File: config.mk
export PLATFORM = sky130hd
export DESIGN_NAME = lbc_led_buck_ctrl
export DESIGN_NICKNAME = d
export VERILOG_FILES = /design/src/design/lbc_pkg.sv /design/src/design/lbc_result_mem.sv /design/src/design/lbc_led_buck_ctrl.sv
export SDC_FILE = /design/constraint.sdc
export NUM_CORES = 1
export LEC_CHECK = 0
export ABC_AREA = 1
export ABC_CLOCK_PERIOD_IN_PS = 18800
export BUFFER_PORTS_ARGS = -buffer_cell sky130_fd_sc_hd__buf_2
export CORE_MARGIN = 8
export CORE_UTILIZATION = 40
export CTS_CLUSTER_DIAMETER = 30
export DETAILED_ROUTE_END_ITERATION = 12
export HOLD_SLACK_MARGIN = 0.1
export PLACE_DENSITY = 0.6
export SETUP_SLACK_MARGIN = 0.1
export SYNTH_ARGS = -nofsm -noshare
export SYNTH_HDL_FRONTEND = slang
export SYNTH_SLANG_ARGS = --single-unit
File: constraint.sdc
create_clock -name sys_clk -period 18.8 [get_ports sys_clk]
set_input_delay 1.88 -clock sys_clk [delete_from_list [all_inputs] [get_ports sys_clk]]
set_output_delay 1.88 -clock sys_clk [all_outputs]
set_load 0.01 [all_outputs]
File: src/design/lbc_pkg.sv
// Constants and types of the LED buck control block
// Functional notes
// - Count overcurrent periods up to threshold plus one
// - Clear count on low current, disable, dimming
// - Hold buck off until flag is read
// - Flag read re-enables the buck automatically
// - Buck follows dimming input after phase delay
// - Same delay on both edges, duty preserved for pulses longer than the delay
// - Sequencer steps mux over all sources, stores
// - Reads never disturb sequencer, return latest
// - 8 us slots, 16/32 us refresh rates
// - Nonzero duration forces LED conversions periodically
// - Delayed falling edge requests LED conversion
// - Dimming high updates on-voltage and plain voltage
// - One LED channel, full sequence between
// - Priority starts channel 1, toggles per service
// - Results carry odd parity at bit 8
// - Trim scales peak by 1+0.4(t-63)/63
// - Temperature coefficients are signed 4-bit values
// - Overcurrent sets latched flag at 0x13
// - Dimming inputs debounced 200 ns
package lbc_pkg;

    // Timing
    localparam int  CLK_PERIOD_NS   = 8;
    localparam int  DEBOUNCE_NS     = 200;
    localparam int  DEBOUNCE_CYC    = (DEBOUNCE_NS + CLK_PERIOD_NS - 1) / CLK_PERIOD_NS;
    localparam real PHASE_DELAY_US  = 5.5;
    localparam int  PHASE_DELAY_CYC = int'(PHASE_DELAY_US * 1000.0 / CLK_PERIOD_NS);
    localparam int  CONV_SLOT_US    = 8;
    localparam int  CONV_SLOT_CYC   = CONV_SLOT_US * 1000 / CLK_PERIOD_NS;
    localparam int  SEQ_PERIOD_US   = 32;
    localparam int  SLOTS_PER_SEQ   = SEQ_PERIOD_US / CONV_SLOT_US;

    // Widths
    localparam int ADDR_W = 8;
    localparam int DATA_W = 16;
    localparam int ADC_W  = 8;
    localparam int RES_W  = 9;
    localparam int DEB_W  = 5;
    localparam int DLY_W  = 10;
    localparam int TMR_W  = 10;
    localparam int CNT_W  = 3;
    localparam int DUR_W  = 9;
    localparam int TRIM_W = 7;
    localparam int TC_W   = 4;
    localparam int PK_W   = 9;

    localparam logic [DEB_W-1:0] DEB_LOAD  = DEB_W'(DEBOUNCE_CYC);
    localparam logic [DLY_W-1:0] DLY_LOAD  = DLY_W'(PHASE_DELAY_CYC);
    localparam logic [TMR_W-1:0] SLOT_LAST = TMR_W'(CONV_SLOT_CYC - 1);
    localparam logic [1:0]       SLOT_END  = 2'(SLOTS_PER_SEQ - 1);
    localparam logic [2:0]       SLOTS_N   = 3'(SLOTS_PER_SEQ);

    // Register offsets
    localparam logic [ADDR_W-1:0] A_CTRL    = 8'h00;
    localparam logic [ADDR_W-1:0] A_FORCED  = 8'h01;
    localparam logic [ADDR_W-1:0] A_TRIM1   = 8'h02;
    localparam logic [ADDR_W-1:0] A_TRIM2   = 8'h03;
    localparam logic [ADDR_W-1:0] A_CODE1   = 8'h04;
    localparam logic [ADDR_W-1:0] A_CODE2   = 8'h05;
    localparam logic [ADDR_W-1:0] A_TC0     = 8'h06;
    localparam logic [ADDR_W-1:0] A_STATUS  = 8'h13;
    localparam logic [ADDR_W-1:0] A_RES_BASE = 8'h20;
    localparam logic [ADDR_W-1:0] A_RES_LAST = 8'h26;

    // Control register fields
    localparam int CTRL_EN1   = 0;
    localparam int CTRL_EN2   = 1;
    localparam int CTRL_THR1  = 2;
    localparam int CTRL_THR2  = 4;
    localparam int CTRL_SCHEME = 6;
    localparam int CTRL_W     = 7;
    localparam logic [CTRL_W-1:0] CTRL_RST = 7'h00;

    // Status register fields
    localparam int ST_OC1   = 0;
    localparam int ST_BUCK1 = 2;
    localparam int ST_DIM1  = 4;
    localparam int ST_W     = 6;

    // Reset values
    localparam logic [TRIM_W-1:0] TRIM_RST = 7'h3f;
    localparam logic [ADC_W-1:0]  CODE_RST = 8'h00;
    localparam logic [DUR_W-1:0]  DUR_RST  = 9'h000;
    localparam logic [RES_W-1:0]  RES_RST  = 9'h100;

    // Trim scaling: 1 + NUM/DEN * (t - MID) / MID
    localparam int TRIM_MID = 63;
    localparam int TRIM_NUM = 2;
    localparam int TRIM_DEN = 5;
    localparam int TRIM_OFS = TRIM_DEN * TRIM_MID - TRIM_NUM * TRIM_MID;
    localparam int TRIM_DIV = TRIM_DEN * TRIM_MID;

    typedef struct packed {
        logic [ADDR_W-1:0] addr;
        logic [DATA_W-1:0] wdata;
        logic              we;
        logic              re;
    } lbc_bus_req_t;

    typedef enum logic [2:0] {
        MUX_HIGH_SUPPLY  = 3'h0,
        MUX_LOGIC_SUPPLY = 3'h1,
        MUX_DIE_TEMP     = 3'h2,
        MUX_LED1         = 3'h3,
        MUX_LED2         = 3'h4
    } lbc_mux_t;

    typedef enum logic [2:0] {
        RES_HIGH_SUPPLY  = 3'h0,
        RES_LOGIC_SUPPLY = 3'h1,
        RES_DIE_TEMP     = 3'h2,
        RES_LED1_ON      = 3'h3,
        RES_LED1         = 3'h4,
        RES_LED2_ON      = 3'h5,
        RES_LED2         = 3'h6
    } lbc_res_t;

    typedef enum logic [1:0] {
        SEQ_LAUNCH = 2'b00,
        SEQ_CONV   = 2'b01,
        SEQ_NEXT   = 2'b11
    } lbc_seq_t;

endpackage

File: src/design/lbc_result_mem.sv
// Result store with registered read port
`timescale 1ns/1ps
module lbc_result_mem
    import lbc_pkg::*;
(
    // Clock and reset
    input  wire logic              sys_clk,
    input  wire logic              rstn,
    // Write side
    input  wire logic              wr_en,
    input  wire logic [2:0]        wr_addr,
    input  wire logic [RES_W-1:0]  wr_data,
    // Read side
    input  wire logic              rd_en,
    input  wire logic              rd_mem,
    input  wire logic [2:0]        rd_addr,
    input  wire logic [DATA_W-1:0] rd_reg_val,
    output logic      [DATA_W-1:0] rd_data_q
);

    logic [RES_W-1:0] mem_q [8];

    always_ff @(posedge sys_clk or negedge rstn) begin
        if (!rstn) begin
            for (int i = 0; i < 8; i++) begin
                mem_q[i] <= RES_RST;
            end
        end else if (wr_en) begin
            mem_q[wr_addr] <= wr_data;
        end
    end

    // Same-cycle write returns old word
    always_ff @(posedge sys_clk or negedge rstn) begin
        if (!rstn) begin
            rd_data_q <= '0;
        end else if (rd_en) begin
            rd_data_q <= rd_mem ? {{(DATA_W-RES_W){1'b0}}, mem_q[rd_addr]} : rd_reg_val;
        end else begin
            rd_data_q <= '0;
        end
    end

endmodule // lbc_result_mem

File: src/design/lbc_led_buck_ctrl.sv
// Overcurrent, dimming and converter sequencing for two LED buck channels
//
// Added by the designer: the placing of the registers and strobed register access.
`timescale 1ns/1ps
module lbc_led_buck_ctrl
    import lbc_pkg::*;
(
    // Clock and reset
    input  wire logic              sys_clk,
    input  wire logic              rstn,
    // Register port
    input  wire lbc_bus_req_t      bus_req,
    output logic      [DATA_W-1:0] rdata,
    // Channel pins and analog comparators
    input  wire logic [1:0]        dim_control_input,
    input  wire logic [1:0]        overcurrent_limit_level,
    input  wire logic [1:0]        buck_period,
    // Buck drive and flags
    output logic      [1:0]        buck_on_q,
    output logic      [1:0]        overcurrent_flag_q,
    output logic      [PK_W-1:0]   peak_threshold_code1_q,
    output logic      [PK_W-1:0]   peak_threshold_code2_q,
    // Converter macro
    output logic                   adc_start_q,
    output lbc_mux_t               adc_mux_sel_q,
    input  wire logic              adc_done,
    input  wire logic [ADC_W-1:0]  adc_data
);

    function automatic logic [RES_W-1:0] with_parity(input logic [ADC_W-1:0] d);
        with_parity = {~^d, d};
    endfunction

    function automatic logic [PK_W-1:0] trim_scale(input logic [ADC_W-1:0] code,
                                                   input logic [TRIM_W-1:0] trim);
        logic [16:0] prod;
        prod = 17'(code) * (17'(TRIM_OFS) + 17'(TRIM_NUM) * 17'(trim));
        trim_scale = PK_W'(prod / 17'(TRIM_DIV));
    endfunction

    function automatic lbc_mux_t main_mux(input logic [1:0] idx);
        main_mux = (idx == 2'd1) ? MUX_LOGIC_SUPPLY :
                   (idx == SLOT_END) ? MUX_DIE_TEMP : MUX_HIGH_SUPPLY;
    endfunction

    // Software registers
    logic [CTRL_W-1:0] ctrl_q;
    logic [DUR_W-1:0]  forced_interrupt_sequences_q;
    logic [TRIM_W-1:0] peak_current_trim_q [2];
    logic [ADC_W-1:0]  peak_code_q [2];
    logic [TC_W-1:0]   range_temp_coefficient_q [4];

    // Pin synchronisers
    logic [5:0] sync1_q;
    logic [5:0] sync2_q;
    logic [1:0] per_prev_q;

    // Dimming path
    logic [DEB_W-1:0] deb_cnt_q [2];
    logic [1:0]       deb_q;
    logic [DLY_W-1:0] dly_cnt_q [2];
    logic [1:0]       dly_tgt_q;
    logic [1:0]       dly_out_q;
    logic [1:0]       dly_prev_q;

    // Overcurrent
    logic [CNT_W-1:0] oc_cnt_q [2];

    // Sequencer
    lbc_seq_t         state_q;
    logic [TMR_W-1:0] tmr_q;
    logic [1:0]       idx_q;
    logic             cur_led_q;
    logic             cur_ch_q;
    logic             pend_on_q;
    logic [2:0]       since_q;
    logic [1:0]       req_q;
    logic             prio_q;
    logic [DUR_W-1:0] fcnt_q;

    logic [1:0] ch_en;
    logic [1:0] thr [2];
    logic [1:0] oc_s;
    logic [1:0] per_edge;
    logic [1:0] dim_rise;
    logic [1:0] dim_fall;
    logic [1:0] oc_set;
    logic       status_rd;
    logic       wr_hit;
    logic       main_done;
    logic       seq_end;
    logic       allow;
    logic       take;
    logic       pick;
    logic       force_now;
    logic [1:0] req_set;
    logic [1:0] req_clr;

    logic             mem_wr;
    logic [2:0]       mem_waddr;
    logic [RES_W-1:0] mem_wdata;
    logic             rd_mem;
    logic [DATA_W-1:0] reg_val;
    logic [ADC_W-1:0]  adc_data_hold_q;

    assign ch_en     = {ctrl_q[CTRL_EN2], ctrl_q[CTRL_EN1]};
    assign thr[0]    = ctrl_q[CTRL_THR1 +: 2];
    assign thr[1]    = ctrl_q[CTRL_THR2 +: 2];
    assign oc_s      = sync2_q[3:2];
    assign per_edge  = sync2_q[5:4] & ~per_prev_q;
    assign dim_rise  = dly_out_q & ~dly_prev_q;
    assign dim_fall  = ~dly_out_q & dly_prev_q;
    assign status_rd = bus_req.re && (bus_req.addr == A_STATUS);
    assign wr_hit    = bus_req.we;

    // Register writes
    always_ff @(posedge sys_clk or negedge rstn) begin
        if (!rstn) begin
            ctrl_q                       <= CTRL_RST;
            forced_interrupt_sequences_q <= DUR_RST;
            for (int i = 0; i < 2; i++) begin
                peak_current_trim_q[i] <= TRIM_RST;
                peak_code_q[i]         <= CODE_RST;
            end
            for (int i = 0; i < 4; i++) begin
                range_temp_coefficient_q[i] <= '0;
            end
        end else if (wr_hit) begin
            unique case (bus_req.addr)
                A_CTRL:   ctrl_q <= bus_req.wdata[CTRL_W-1:0];
                A_FORCED: forced_interrupt_sequences_q <= bus_req.wdata[DUR_W-1:0];
                A_TRIM1:  peak_current_trim_q[0] <= bus_req.wdata[TRIM_W-1:0];
                A_TRIM2:  peak_current_trim_q[1] <= bus_req.wdata[TRIM_W-1:0];
                A_CODE1:  peak_code_q[0] <= bus_req.wdata[ADC_W-1:0];
                A_CODE2:  peak_code_q[1] <= bus_req.wdata[ADC_W-1:0];
                A_TC0, A_TC0 + 8'h01, A_TC0 + 8'h02, A_TC0 + 8'h03: begin
                    range_temp_coefficient_q[2'(bus_req.addr - A_TC0)] <=
                        bus_req.wdata[TC_W-1:0];
                end
                default: begin
                end
            endcase
        end
    end

    // Scaled peak thresholds
    always_ff @(posedge sys_clk or negedge rstn) begin
        if (!rstn) begin
            peak_threshold_code1_q <= '0;
            peak_threshold_code2_q <= '0;
        end else begin
            peak_threshold_code1_q <= trim_scale(peak_code_q[0], peak_current_trim_q[0]);
            peak_threshold_code2_q <= trim_scale(peak_code_q[1], peak_current_trim_q[1]);
        end
    end

    // Two-stage synchronisers
    always_ff @(posedge sys_clk or negedge rstn) begin
        if (!rstn) begin
            sync1_q    <= '0;
            sync2_q    <= '0;
            per_prev_q <= '0;
        end else begin
            sync1_q    <= {buck_period, overcurrent_limit_level, dim_control_input};
            sync2_q    <= sync1_q;
            per_prev_q <= sync2_q[5:4];
        end
    end

    // Debounce: level must hold the full window
    always_ff @(posedge sys_clk or negedge rstn) begin
        if (!rstn) begin
            deb_q <= '0;
            for (int i = 0; i < 2; i++) begin
                deb_cnt_q[i] <= '0;
            end
        end else begin
            for (int i = 0; i < 2; i++) begin
                if (sync2_q[i] == deb_q[i]) begin
                    deb_cnt_q[i] <= '0;
                end else if (deb_cnt_q[i] == DEB_LOAD - 5'h01) begin
                    deb_q[i]     <= sync2_q[i];
                    deb_cnt_q[i] <= '0;
                end else begin
                    deb_cnt_q[i] <= deb_cnt_q[i] + 5'h01;
                end
            end
        end
    end

    // Phase delay; a pulse shorter than the delay is stretched, not lost
    always_ff @(posedge sys_clk or negedge rstn) begin
        if (!rstn) begin
            dly_tgt_q  <= '0;
            dly_out_q  <= '0;
            dly_prev_q <= '0;
            for (int i = 0; i < 2; i++) begin
                dly_cnt_q[i] <= '0;
            end
        end else begin
            dly_prev_q <= dly_out_q;
            for (int i = 0; i < 2; i++) begin
                if (dly_cnt_q[i] != '0) begin
                    if (dly_cnt_q[i] == 10'h001) begin
                        dly_out_q[i] <= dly_tgt_q[i];
                    end
                    dly_cnt_q[i] <= dly_cnt_q[i] - 10'h001;
                end else if (deb_q[i] != dly_out_q[i]) begin
                    dly_tgt_q[i] <= deb_q[i];
                    dly_cnt_q[i] <= DLY_LOAD;
                end
            end
        end
    end

    // Overcurrent period counter
    always_comb begin
        for (int i = 0; i < 2; i++) begin
            oc_set[i] = ch_en[i] && oc_s[i] && per_edge[i] && !dim_rise[i] &&
                        !overcurrent_flag_q[i] && (oc_cnt_q[i] == {1'b0, thr[i]});
        end
    end

    always_ff @(posedge sys_clk or negedge rstn) begin
        if (!rstn) begin
            for (int i = 0; i < 2; i++) begin
                oc_cnt_q[i] <= '0;
            end
        end else begin
            for (int i = 0; i < 2; i++) begin
                if (!ch_en[i] || !oc_s[i] || dim_rise[i] || (status_rd && !oc_set[i])) begin
                    oc_cnt_q[i] <= '0;
                end else if (per_edge[i] && !overcurrent_flag_q[i]) begin
                    oc_cnt_q[i] <= oc_cnt_q[i] + 3'h1;
                end
            end
        end
    end

    // Latched flag; set wins over read clear
    always_ff @(posedge sys_clk or negedge rstn) begin
        if (!rstn) begin
            overcurrent_flag_q <= '0;
        end else begin
            overcurrent_flag_q <= oc_set | (overcurrent_flag_q & ~{2{status_rd}});
        end
    end

    // Buck drive
    always_ff @(posedge sys_clk or negedge rstn) begin
        if (!rstn) begin
            buck_on_q <= '0;
        end else begin
            buck_on_q <= ch_en & dly_out_q & ~overcurrent_flag_q & ~oc_set;
        end
    end

    // Slot boundary decisions
    assign main_done = !cur_led_q;
    assign seq_end   = main_done && (idx_q == SLOT_END);
    assign allow     = (since_q + 3'(main_done)) >= SLOTS_N;
    assign take      = (state_q == SEQ_NEXT) && allow && (req_q != 2'b00);
    assign pick      = (req_q == 2'b11) ? prio_q : req_q[1];
    assign force_now = (state_q == SEQ_NEXT) && seq_end &&
                       (forced_interrupt_sequences_q != '0) &&
                       (fcnt_q + 9'h001 >= forced_interrupt_sequences_q);

    always_comb begin
        req_set = dim_fall;
        if (force_now) begin
            req_set[prio_q] = 1'b1;
        end
        req_clr = '0;
        if (take) begin
            req_clr[pick] = 1'b1;
        end
    end

    always_ff @(posedge sys_clk or negedge rstn) begin
        if (!rstn) begin
            req_q <= '0;
        end else begin
            req_q <= req_set | (req_q & ~req_clr);
        end
    end

    // Priority toggles per service
    always_ff @(posedge sys_clk or negedge rstn) begin
        if (!rstn) begin
            prio_q <= 1'b0;
        end else if (take) begin
            prio_q <= ~prio_q;
        end
    end

    // Sequences without LED slot
    always_ff @(posedge sys_clk or negedge rstn) begin
        if (!rstn) begin
            fcnt_q <= '0;
        end else if (take || force_now || forced_interrupt_sequences_q == '0) begin
            fcnt_q <= '0;
        end else if (state_q == SEQ_NEXT && seq_end) begin
            fcnt_q <= fcnt_q + 9'h001;
        end
    end

    // Main slots since last LED slot
    always_ff @(posedge sys_clk or negedge rstn) begin
        if (!rstn) begin
            since_q <= SLOTS_N;
        end else if (take) begin
            since_q <= '0;
        end else if (state_q == SEQ_NEXT && main_done && since_q < SLOTS_N) begin
            since_q <= since_q + 3'h1;
        end
    end

    // Slot machine; each slot lasts full conversion time
    always_ff @(posedge sys_clk or negedge rstn) begin
        if (!rstn) begin
            state_q       <= SEQ_LAUNCH;
            tmr_q         <= '0;
            idx_q         <= '0;
            cur_led_q     <= 1'b0;
            cur_ch_q      <= 1'b0;
            adc_start_q   <= 1'b0;
            adc_mux_sel_q <= MUX_HIGH_SUPPLY;
        end else begin
            unique case (state_q)
                SEQ_LAUNCH: begin
                    adc_start_q   <= 1'b1;
                    adc_mux_sel_q <= cur_led_q ? (cur_ch_q ? MUX_LED2 : MUX_LED1)
                                               : main_mux(idx_q);
                    tmr_q         <= SLOT_LAST;
                    state_q       <= SEQ_CONV;
                end
                SEQ_CONV: begin
                    adc_start_q <= 1'b0;
                    tmr_q       <= tmr_q - 10'h001;
                    if (tmr_q == '0) begin
                        state_q <= SEQ_NEXT;
                    end
                end
                SEQ_NEXT: begin
                    if (main_done) begin
                        idx_q <= idx_q + 2'h1;
                    end
                    cur_led_q <= take;
                    if (take) begin
                        cur_ch_q <= pick;
                    end
                    state_q <= SEQ_LAUNCH;
                end
                default: begin
                    state_q <= SEQ_LAUNCH;
                end
            endcase
        end
    end

    // On-voltage write waits for slot end to share the port
    always_ff @(posedge sys_clk or negedge rstn) begin
        if (!rstn) begin
            pend_on_q <= 1'b0;
        end else if (state_q == SEQ_CONV && adc_done && cur_led_q) begin
            pend_on_q <= deb_q[cur_ch_q];
        end else if (state_q == SEQ_NEXT) begin
            pend_on_q <= 1'b0;
        end
    end

    always_comb begin
        mem_wr    = 1'b0;
        mem_waddr = RES_HIGH_SUPPLY;
        mem_wdata = with_parity(adc_data);
        if (state_q == SEQ_CONV && adc_done) begin
            mem_wr = 1'b1;
            if (cur_led_q) begin
                mem_waddr = cur_ch_q ? RES_LED2 : RES_LED1;
            end else if (idx_q == 2'd1) begin
                mem_waddr = RES_LOGIC_SUPPLY;
            end else if (idx_q == SLOT_END) begin
                mem_waddr = RES_DIE_TEMP;
            end
        end else if (state_q == SEQ_NEXT && pend_on_q) begin
            mem_wr    = 1'b1;
            mem_waddr = cur_ch_q ? RES_LED2_ON : RES_LED1_ON;
            mem_wdata = with_parity(adc_data_hold_q);
        end
    end

    always_ff @(posedge sys_clk or negedge rstn) begin
        if (!rstn) begin
            adc_data_hold_q <= '0;
        end else if (state_q == SEQ_CONV && adc_done) begin
            adc_data_hold_q <= adc_data;
        end
    end

    // Register read values
    assign rd_mem = (bus_req.addr >= A_RES_BASE) && (bus_req.addr <= A_RES_LAST);

    always_comb begin
        reg_val = '0;
        unique case (bus_req.addr)
            A_CTRL:   reg_val = DATA_W'(ctrl_q);
            A_FORCED: reg_val = DATA_W'(forced_interrupt_sequences_q);
            A_TRIM1:  reg_val = DATA_W'(peak_current_trim_q[0]);
            A_TRIM2:  reg_val = DATA_W'(peak_current_trim_q[1]);
            A_CODE1:  reg_val = DATA_W'(peak_code_q[0]);
            A_CODE2:  reg_val = DATA_W'(peak_code_q[1]);
            A_TC0, A_TC0 + 8'h01, A_TC0 + 8'h02, A_TC0 + 8'h03: begin
                reg_val = DATA_W'(range_temp_coefficient_q[2'(bus_req.addr - A_TC0)]);
            end
            A_STATUS: begin
                reg_val[ST_OC1 +: 2]   = overcurrent_flag_q;
                reg_val[ST_BUCK1 +: 2] = buck_on_q;
                reg_val[ST_DIM1 +: 2]  = deb_q;
            end
            default: begin
                reg_val = '0;
            end
        endcase
    end

    lbc_result_mem u_mem (
        .sys_clk    (sys_clk),
        .rstn       (rstn),
        .wr_en      (mem_wr),
        .wr_addr    (mem_waddr),
        .wr_data    (mem_wdata),
        .rd_en      (bus_req.re),
        .rd_mem     (rd_mem),
        .rd_addr    (3'(bus_req.addr - A_RES_BASE)),
        .rd_reg_val (reg_val),
        .rd_data_q  (rdata)
    );

endmodule // lbc_led_buck_ctrl

==> flow_results.org <==
** Status
- Result of the run :: finished clean

** Timing
- After layout, the minimum clock period comes to roughly 12 ns.
- Relative slew slack :: between 10% and 20%
- Final setup fails :: 0
- Setup repair after global routing left no endpoint under its margin.
- The count of endpoints failing hold in the final timing report was 0.
- Total negative slack for setup checks :: 0 ns
- Achievable Freq :: around 84 MHz
- Final max-slew violation count :: 0
- Clk_skew :: slightly below 0.02 ns
- The final critical path takes up between 60% and 70% of the cycle.
- Worst-Margin Slew :: ~1.2 ns

** Die
- Site row count :: between 80 and 90
- The total area inside the core boundary comes to roughly 55000 um^2.
- In this run the horizontal extent of the chip is ~250 um.
- From bottom edge to top edge, the die measures between 200 and 300 um.
- During I/O placement, the number of pins put on the boundary was 85.
- The initial utilization of the core area, before any placement, comes to 40.2%.
- Die outline area :: approximately 63000 um^2

** Power and ir drop
- Net switching is between 40% and 50% of the power.
- Summed over all nets, the switching power comes to between 1 and 1.5 mW.
- Combinational logic is responsible for between 40% and 50% of the overall power.
- The clock network is responsible for between 30% and 40% of the overall power.
- The completed layout was analyzed and its total power is roughly 3.1 mW.
- Power density over cell area :: between 100 and 150 nW/um^2
- P_int :: ~1.9 mW
- IR analysis of the VDD net gives a maximum drop of about 89 uV.
- Of the total power, registers draw around 20%.
- Summed over all cells, the static leakage comes to 13.5 nW.

** Drt
- Count of routing violations after the opening detailed-route iteration :: slightly below 1000
- The final route contains 19575 vias.
- Remaining antenna violation count :: 0
- Aggregate routed wire length :: between 50000 and 60000 um
- Detailed-route DRC error count :: 0
- In the routed layout, each cell is associated on average with a via count of about 5.1.
- Drt first pass iters :: 6
- Average wire per cell in the routed design :: ~14 um

** Placement
- After detailed placement, the total cell area comes to ~23000 um^2.
- HPWL after detailed placement :: roughly 40000 um
- At the end of routability-driven placement, the weighted congestion stood at between 0.8 and 0.9.
- Port Buffer Count :: 70

** Synthesis
- Netlist Area Pre-Place :: 22000 um^2
- sky130_fd_sc_hd__nand2_1 is the most common cell in the netlist.
- After synthesis, the share of flip-flops with an asynchronous set or reset is between 90% and 100%.
- Number of flops mapped to enable cells by yosys :: 0
- During synthesis, Yosys emitted a total of 0 warnings.
- Number of synthesized register bits :: 267
- The most used flip-flop cell after synthesis is sky130_fd_sc_hd__dfrtp_1.
- Cell types with the highest counts after synthesis :: sky130_fd_sc_hd__nand2_1, sky130_fd_sc_hd__inv_1, sky130_fd_sc_hd__nor2_1
- Part of the Yosys area used for sequential elements :: 30.5%
- Share of Yosys cell area claimed by the top area cell type :: 28.0%
- Cells after synthesis :: around 3000
- Most area-hungry cell type in the Yosys netlist :: sky130_fd_sc_hd__dfrtp_1
- Mean instance size in the synthesized netlist :: approximately 7.3 um^2
- Top cells by area in the synthesized netlist :: sky130_fd_sc_hd__dfrtp_1, sky130_fd_sc_hd__nand2_1, sky130_fd_sc_hd__inv_1, sky130_fd_sc_hd__fa_1, sky130_fd_sc_hd__ha_1
- Yosys cell types :: ~70

** Clocking
- Clock tree synthesis inserted a total of 71 buffers.
- Gates resized during post-CTS repair numbered 0.
- CTS tree :: yes
- The tree built by TritonCTS fans out to 267 sinks.
- Maximum buffer depth of the clock tree :: 3
- CTS H-Tree Depth :: 3
- The tree is rooted in a sky130_fd_sc_hd__clkbuf_16.
- Number of buffers added for setup after CTS :: 0
- Clock-pin transition on the worst setup and hold timing paths :: 0.05 ns
- The number of hold buffers added after CTS was 0.
- Clock latency on the worst-skew pair :: between 0.5 and 0.6 ns

** Worst setup path
- Along the worst path, the maximum fanout reaches 12.
- The critical path contains buffers and inverters numbering 13 combined.
- For the worst flop-to-flop path, the logic depth is 77.
- Critical path required time :: around 19 ns
- At the worst endpoint, the arrival time is about 12 ns.
- Crit path capture type :: flip-flop
- For flop-to-flop paths, the worst setup slack is approximately 6.9 ns.
- In this run the critical register-to-register path is captured at peak_threshold_code1_q[0].
- Largest stage delay on the critical path :: roughly 0.64 ns
- On the critical path the largest part of the delay comes from simple AND/OR/NAND/NOR gates.
- Cell repeated most along the worst path :: sky130_fd_sc_hd__nand2_1
- Path type of the worst setup path :: reg2reg
- The slowest stage of the critical path is the sky130_fd_sc_hd__dfstp_2 cell.
- Element type at the critical path start :: flip-flop
- Reg2reg start :: peak_current_trim_q[8]

** Global routing
- The number of global-route vias before repair is between 15000 and 20000.
- First-pass GRT wire length :: a little over 90000 um
- In the global route stage, overall resource usage came out at between 10% and 20%.
- Summed over all layers, the global routing overflow is 0.
- Entering global routing, the biggest net connects roughly 120 pins.
- Number of antenna violations at the first check in global routing :: 2

** Final layout
- The final layout contains 3333 nets.
- In the final layout, the multi-input gates occupy 13200 um^2.
- Layout cells sized above 1 :: a little over an eighth
- The sequential cells in the finished layout cover a total of approximately 6700 um^2.
- The finished cells cover about 25000 um^2.
- The area growth from synthesis to layout is 15.3%.
- FILL cells :: ~5400

** Min path
- In this run the most critical hold path is launched from sync1_q[2].
- Counting instances, the worst hold path has a depth of 0.
- The min-delay analysis places its worst path in the category reg2reg.
- For hold timing, the worst endpoint is sync2_q[2].

** Run
- Number of violations of the max-capacitance limit :: 0
-- routing by layer --
layer / GRT usage, % / vias to the layer above / share of wire, %
li1: - / 9834 / -
met5: 0 / - / 0.024
met1: 21.3 / 9238 / 44
met2: 30.2 / 408 / 48
met4: 5.84 / 2 / 2.4
met3: 3.54 / 93 / 5.3
-- worst max path at each step --
stage                                 to  depth (start not counted)  slack, ns                   start
2_1_floorplan  peak_threshold_code1_q[0]                         77       8.42  peak_current_trim_q[8]
3_3_place_gp   peak_threshold_code1_q[0]                         77       7.18  peak_current_trim_q[8]
3_5_place_dp   peak_threshold_code1_q[0]                         74       6.92  peak_current_trim_q[8]
4_1_cts        peak_threshold_code1_q[0]                         74       6.87  peak_current_trim_q[8]
5_1_grt        peak_threshold_code2_q[0]                         74       5.65  peak_current_trim_q[1]
6_report       peak_threshold_code1_q[0]                         77       6.86  peak_current_trim_q[8]
-- per-stage QoR --
step	setup slack (ns)	hold slack, ns	cells	util (%)
detailed placement	6.92	0.336	3734	42.0
CTS	6.87	0.345	3861	46.3
floorplan	8.42	0.331	3011	-
finish	6.86	0.343	3862	46.3
global route	5.65	0.349	3861	46.3
global placement	7.18	0.336	3734	42.0
-- flip-flops by register name, indices dropped and copies added, names as in the netlist, 3 cells and up --
signal                        count
adc_data_hold_q                   8
adc_mux_sel_q                     3
ctrl_q                            7
deb_cnt_q                        10
dly_cnt_q                        20
fcnt_q                            9
forced_interrupt_sequences_q      9
oc_cnt_q                          6
peak_code_q                      16
peak_current_trim_q              14
peak_threshold_code1_q            9
peak_threshold_code2_q            9
range_temp_coefficient_q         16
since_q                           3
sync1_q                           6
sync2_q                           6
tmr_q                            10
u_mem.mem_q                      72
u_mem.rd_data_q                   9
-- area by class of cell --
type | instances | share of cell area, %
Antenna cell | 1 | 0.00987
Sequential cell | 267 | 26.5
Multi-Input combinational cell | 2210 | 52.0
Inverter | 476 | 7.07
Tap cell | 704 | 3.47
Clock buffer | 86 | 7.58
Timing Repair Buffer | 77 | 1.63
Clock inverter | 41 | 1.79
-- logic make-up (layout without fill, tap and decap cells) --
kind of cell / after synthesis / after routing / share of synthesized area (%)
AND/OR/NAND/NOR: 1528 / 1528 / 31.8
AO/OA/AOI/OAI: 404 / 404 / 11.1
multiplexers: 5 / 5 / 0.250
XOR/XNOR: 79 / 79 / 3.18
flip-flops: 267 / 267 / 30.5
adder cells (fa/ha/maj): 187 / 187 / 13.5
other: 1 / 8 / 0.0171
buffers and inverters: 534 / 680 / 9.68
-- cells in the final DEF (no fill, tap or decap), types with 7 or more instances in the layout --
cell type	n
sky130_fd_sc_hd__nand2_1	787
sky130_fd_sc_hd__inv_1	452
sky130_fd_sc_hd__nor2_1	256
sky130_fd_sc_hd__dfrtp_1	246
sky130_fd_sc_hd__nand3_1	217
sky130_fd_sc_hd__o21ai_0	161
sky130_fd_sc_hd__ha_1	103
sky130_fd_sc_hd__fa_1	84
sky130_fd_sc_hd__nand2_2	79
sky130_fd_sc_hd__a21oi_1	75
sky130_fd_sc_hd__clkbuf_16	71
sky130_fd_sc_hd__buf_2	69
sky130_fd_sc_hd__xor2_1	58
sky130_fd_sc_hd__nand4_1	51
sky130_fd_sc_hd__o22ai_1	45
sky130_fd_sc_hd__o21a_1	28
sky130_fd_sc_hd__nor3_1	26
sky130_fd_sc_hd__o21ai_1	24
sky130_fd_sc_hd__nand3_2	23
sky130_fd_sc_hd__clkinv_2	23
sky130_fd_sc_hd__dfstp_2	21
sky130_fd_sc_hd__xnor2_1	20
sky130_fd_sc_hd__nor2_2	18
sky130_fd_sc_hd__nand2_4	18
sky130_fd_sc_hd__inv_2	15
sky130_fd_sc_hd__nand3b_1	11
sky130_fd_sc_hd__or2_2	9
sky130_fd_sc_hd__o21ai_2	9
sky130_fd_sc_hd__a221oi_1	9
sky130_fd_sc_hd__clkinvlp_4	9
sky130_fd_sc_hd__clkbuf_8	9
sky130_fd_sc_hd__nor2_4	8
sky130_fd_sc_hd__a31oi_1	8
sky130_fd_sc_hd__nor4_1	7
sky130_fd_sc_hd__o211ai_1	7
sky130_fd_sc_hd__conb_1	7
sky130_fd_sc_hd__buf_4	7
-- power by group through the flow --
| stage | combinational (mW) | clock (mW) | sequential, mW |
|---|---|---|---|
| finish | 1.32 | 1.18 | 0.625 |
| global route | 1.50 | 1.24 | 0.627 |
| CTS | 1.32 | 1.21 | 0.625 |
| detailed placement | 1.32 | 0 | 0.632 |
| global placement | 1.28 | 0 | 0.632 |
| floorplan | 1.12 | 0 | 0.633 |
Note: power is estimated with default switching activity, not from simulation.
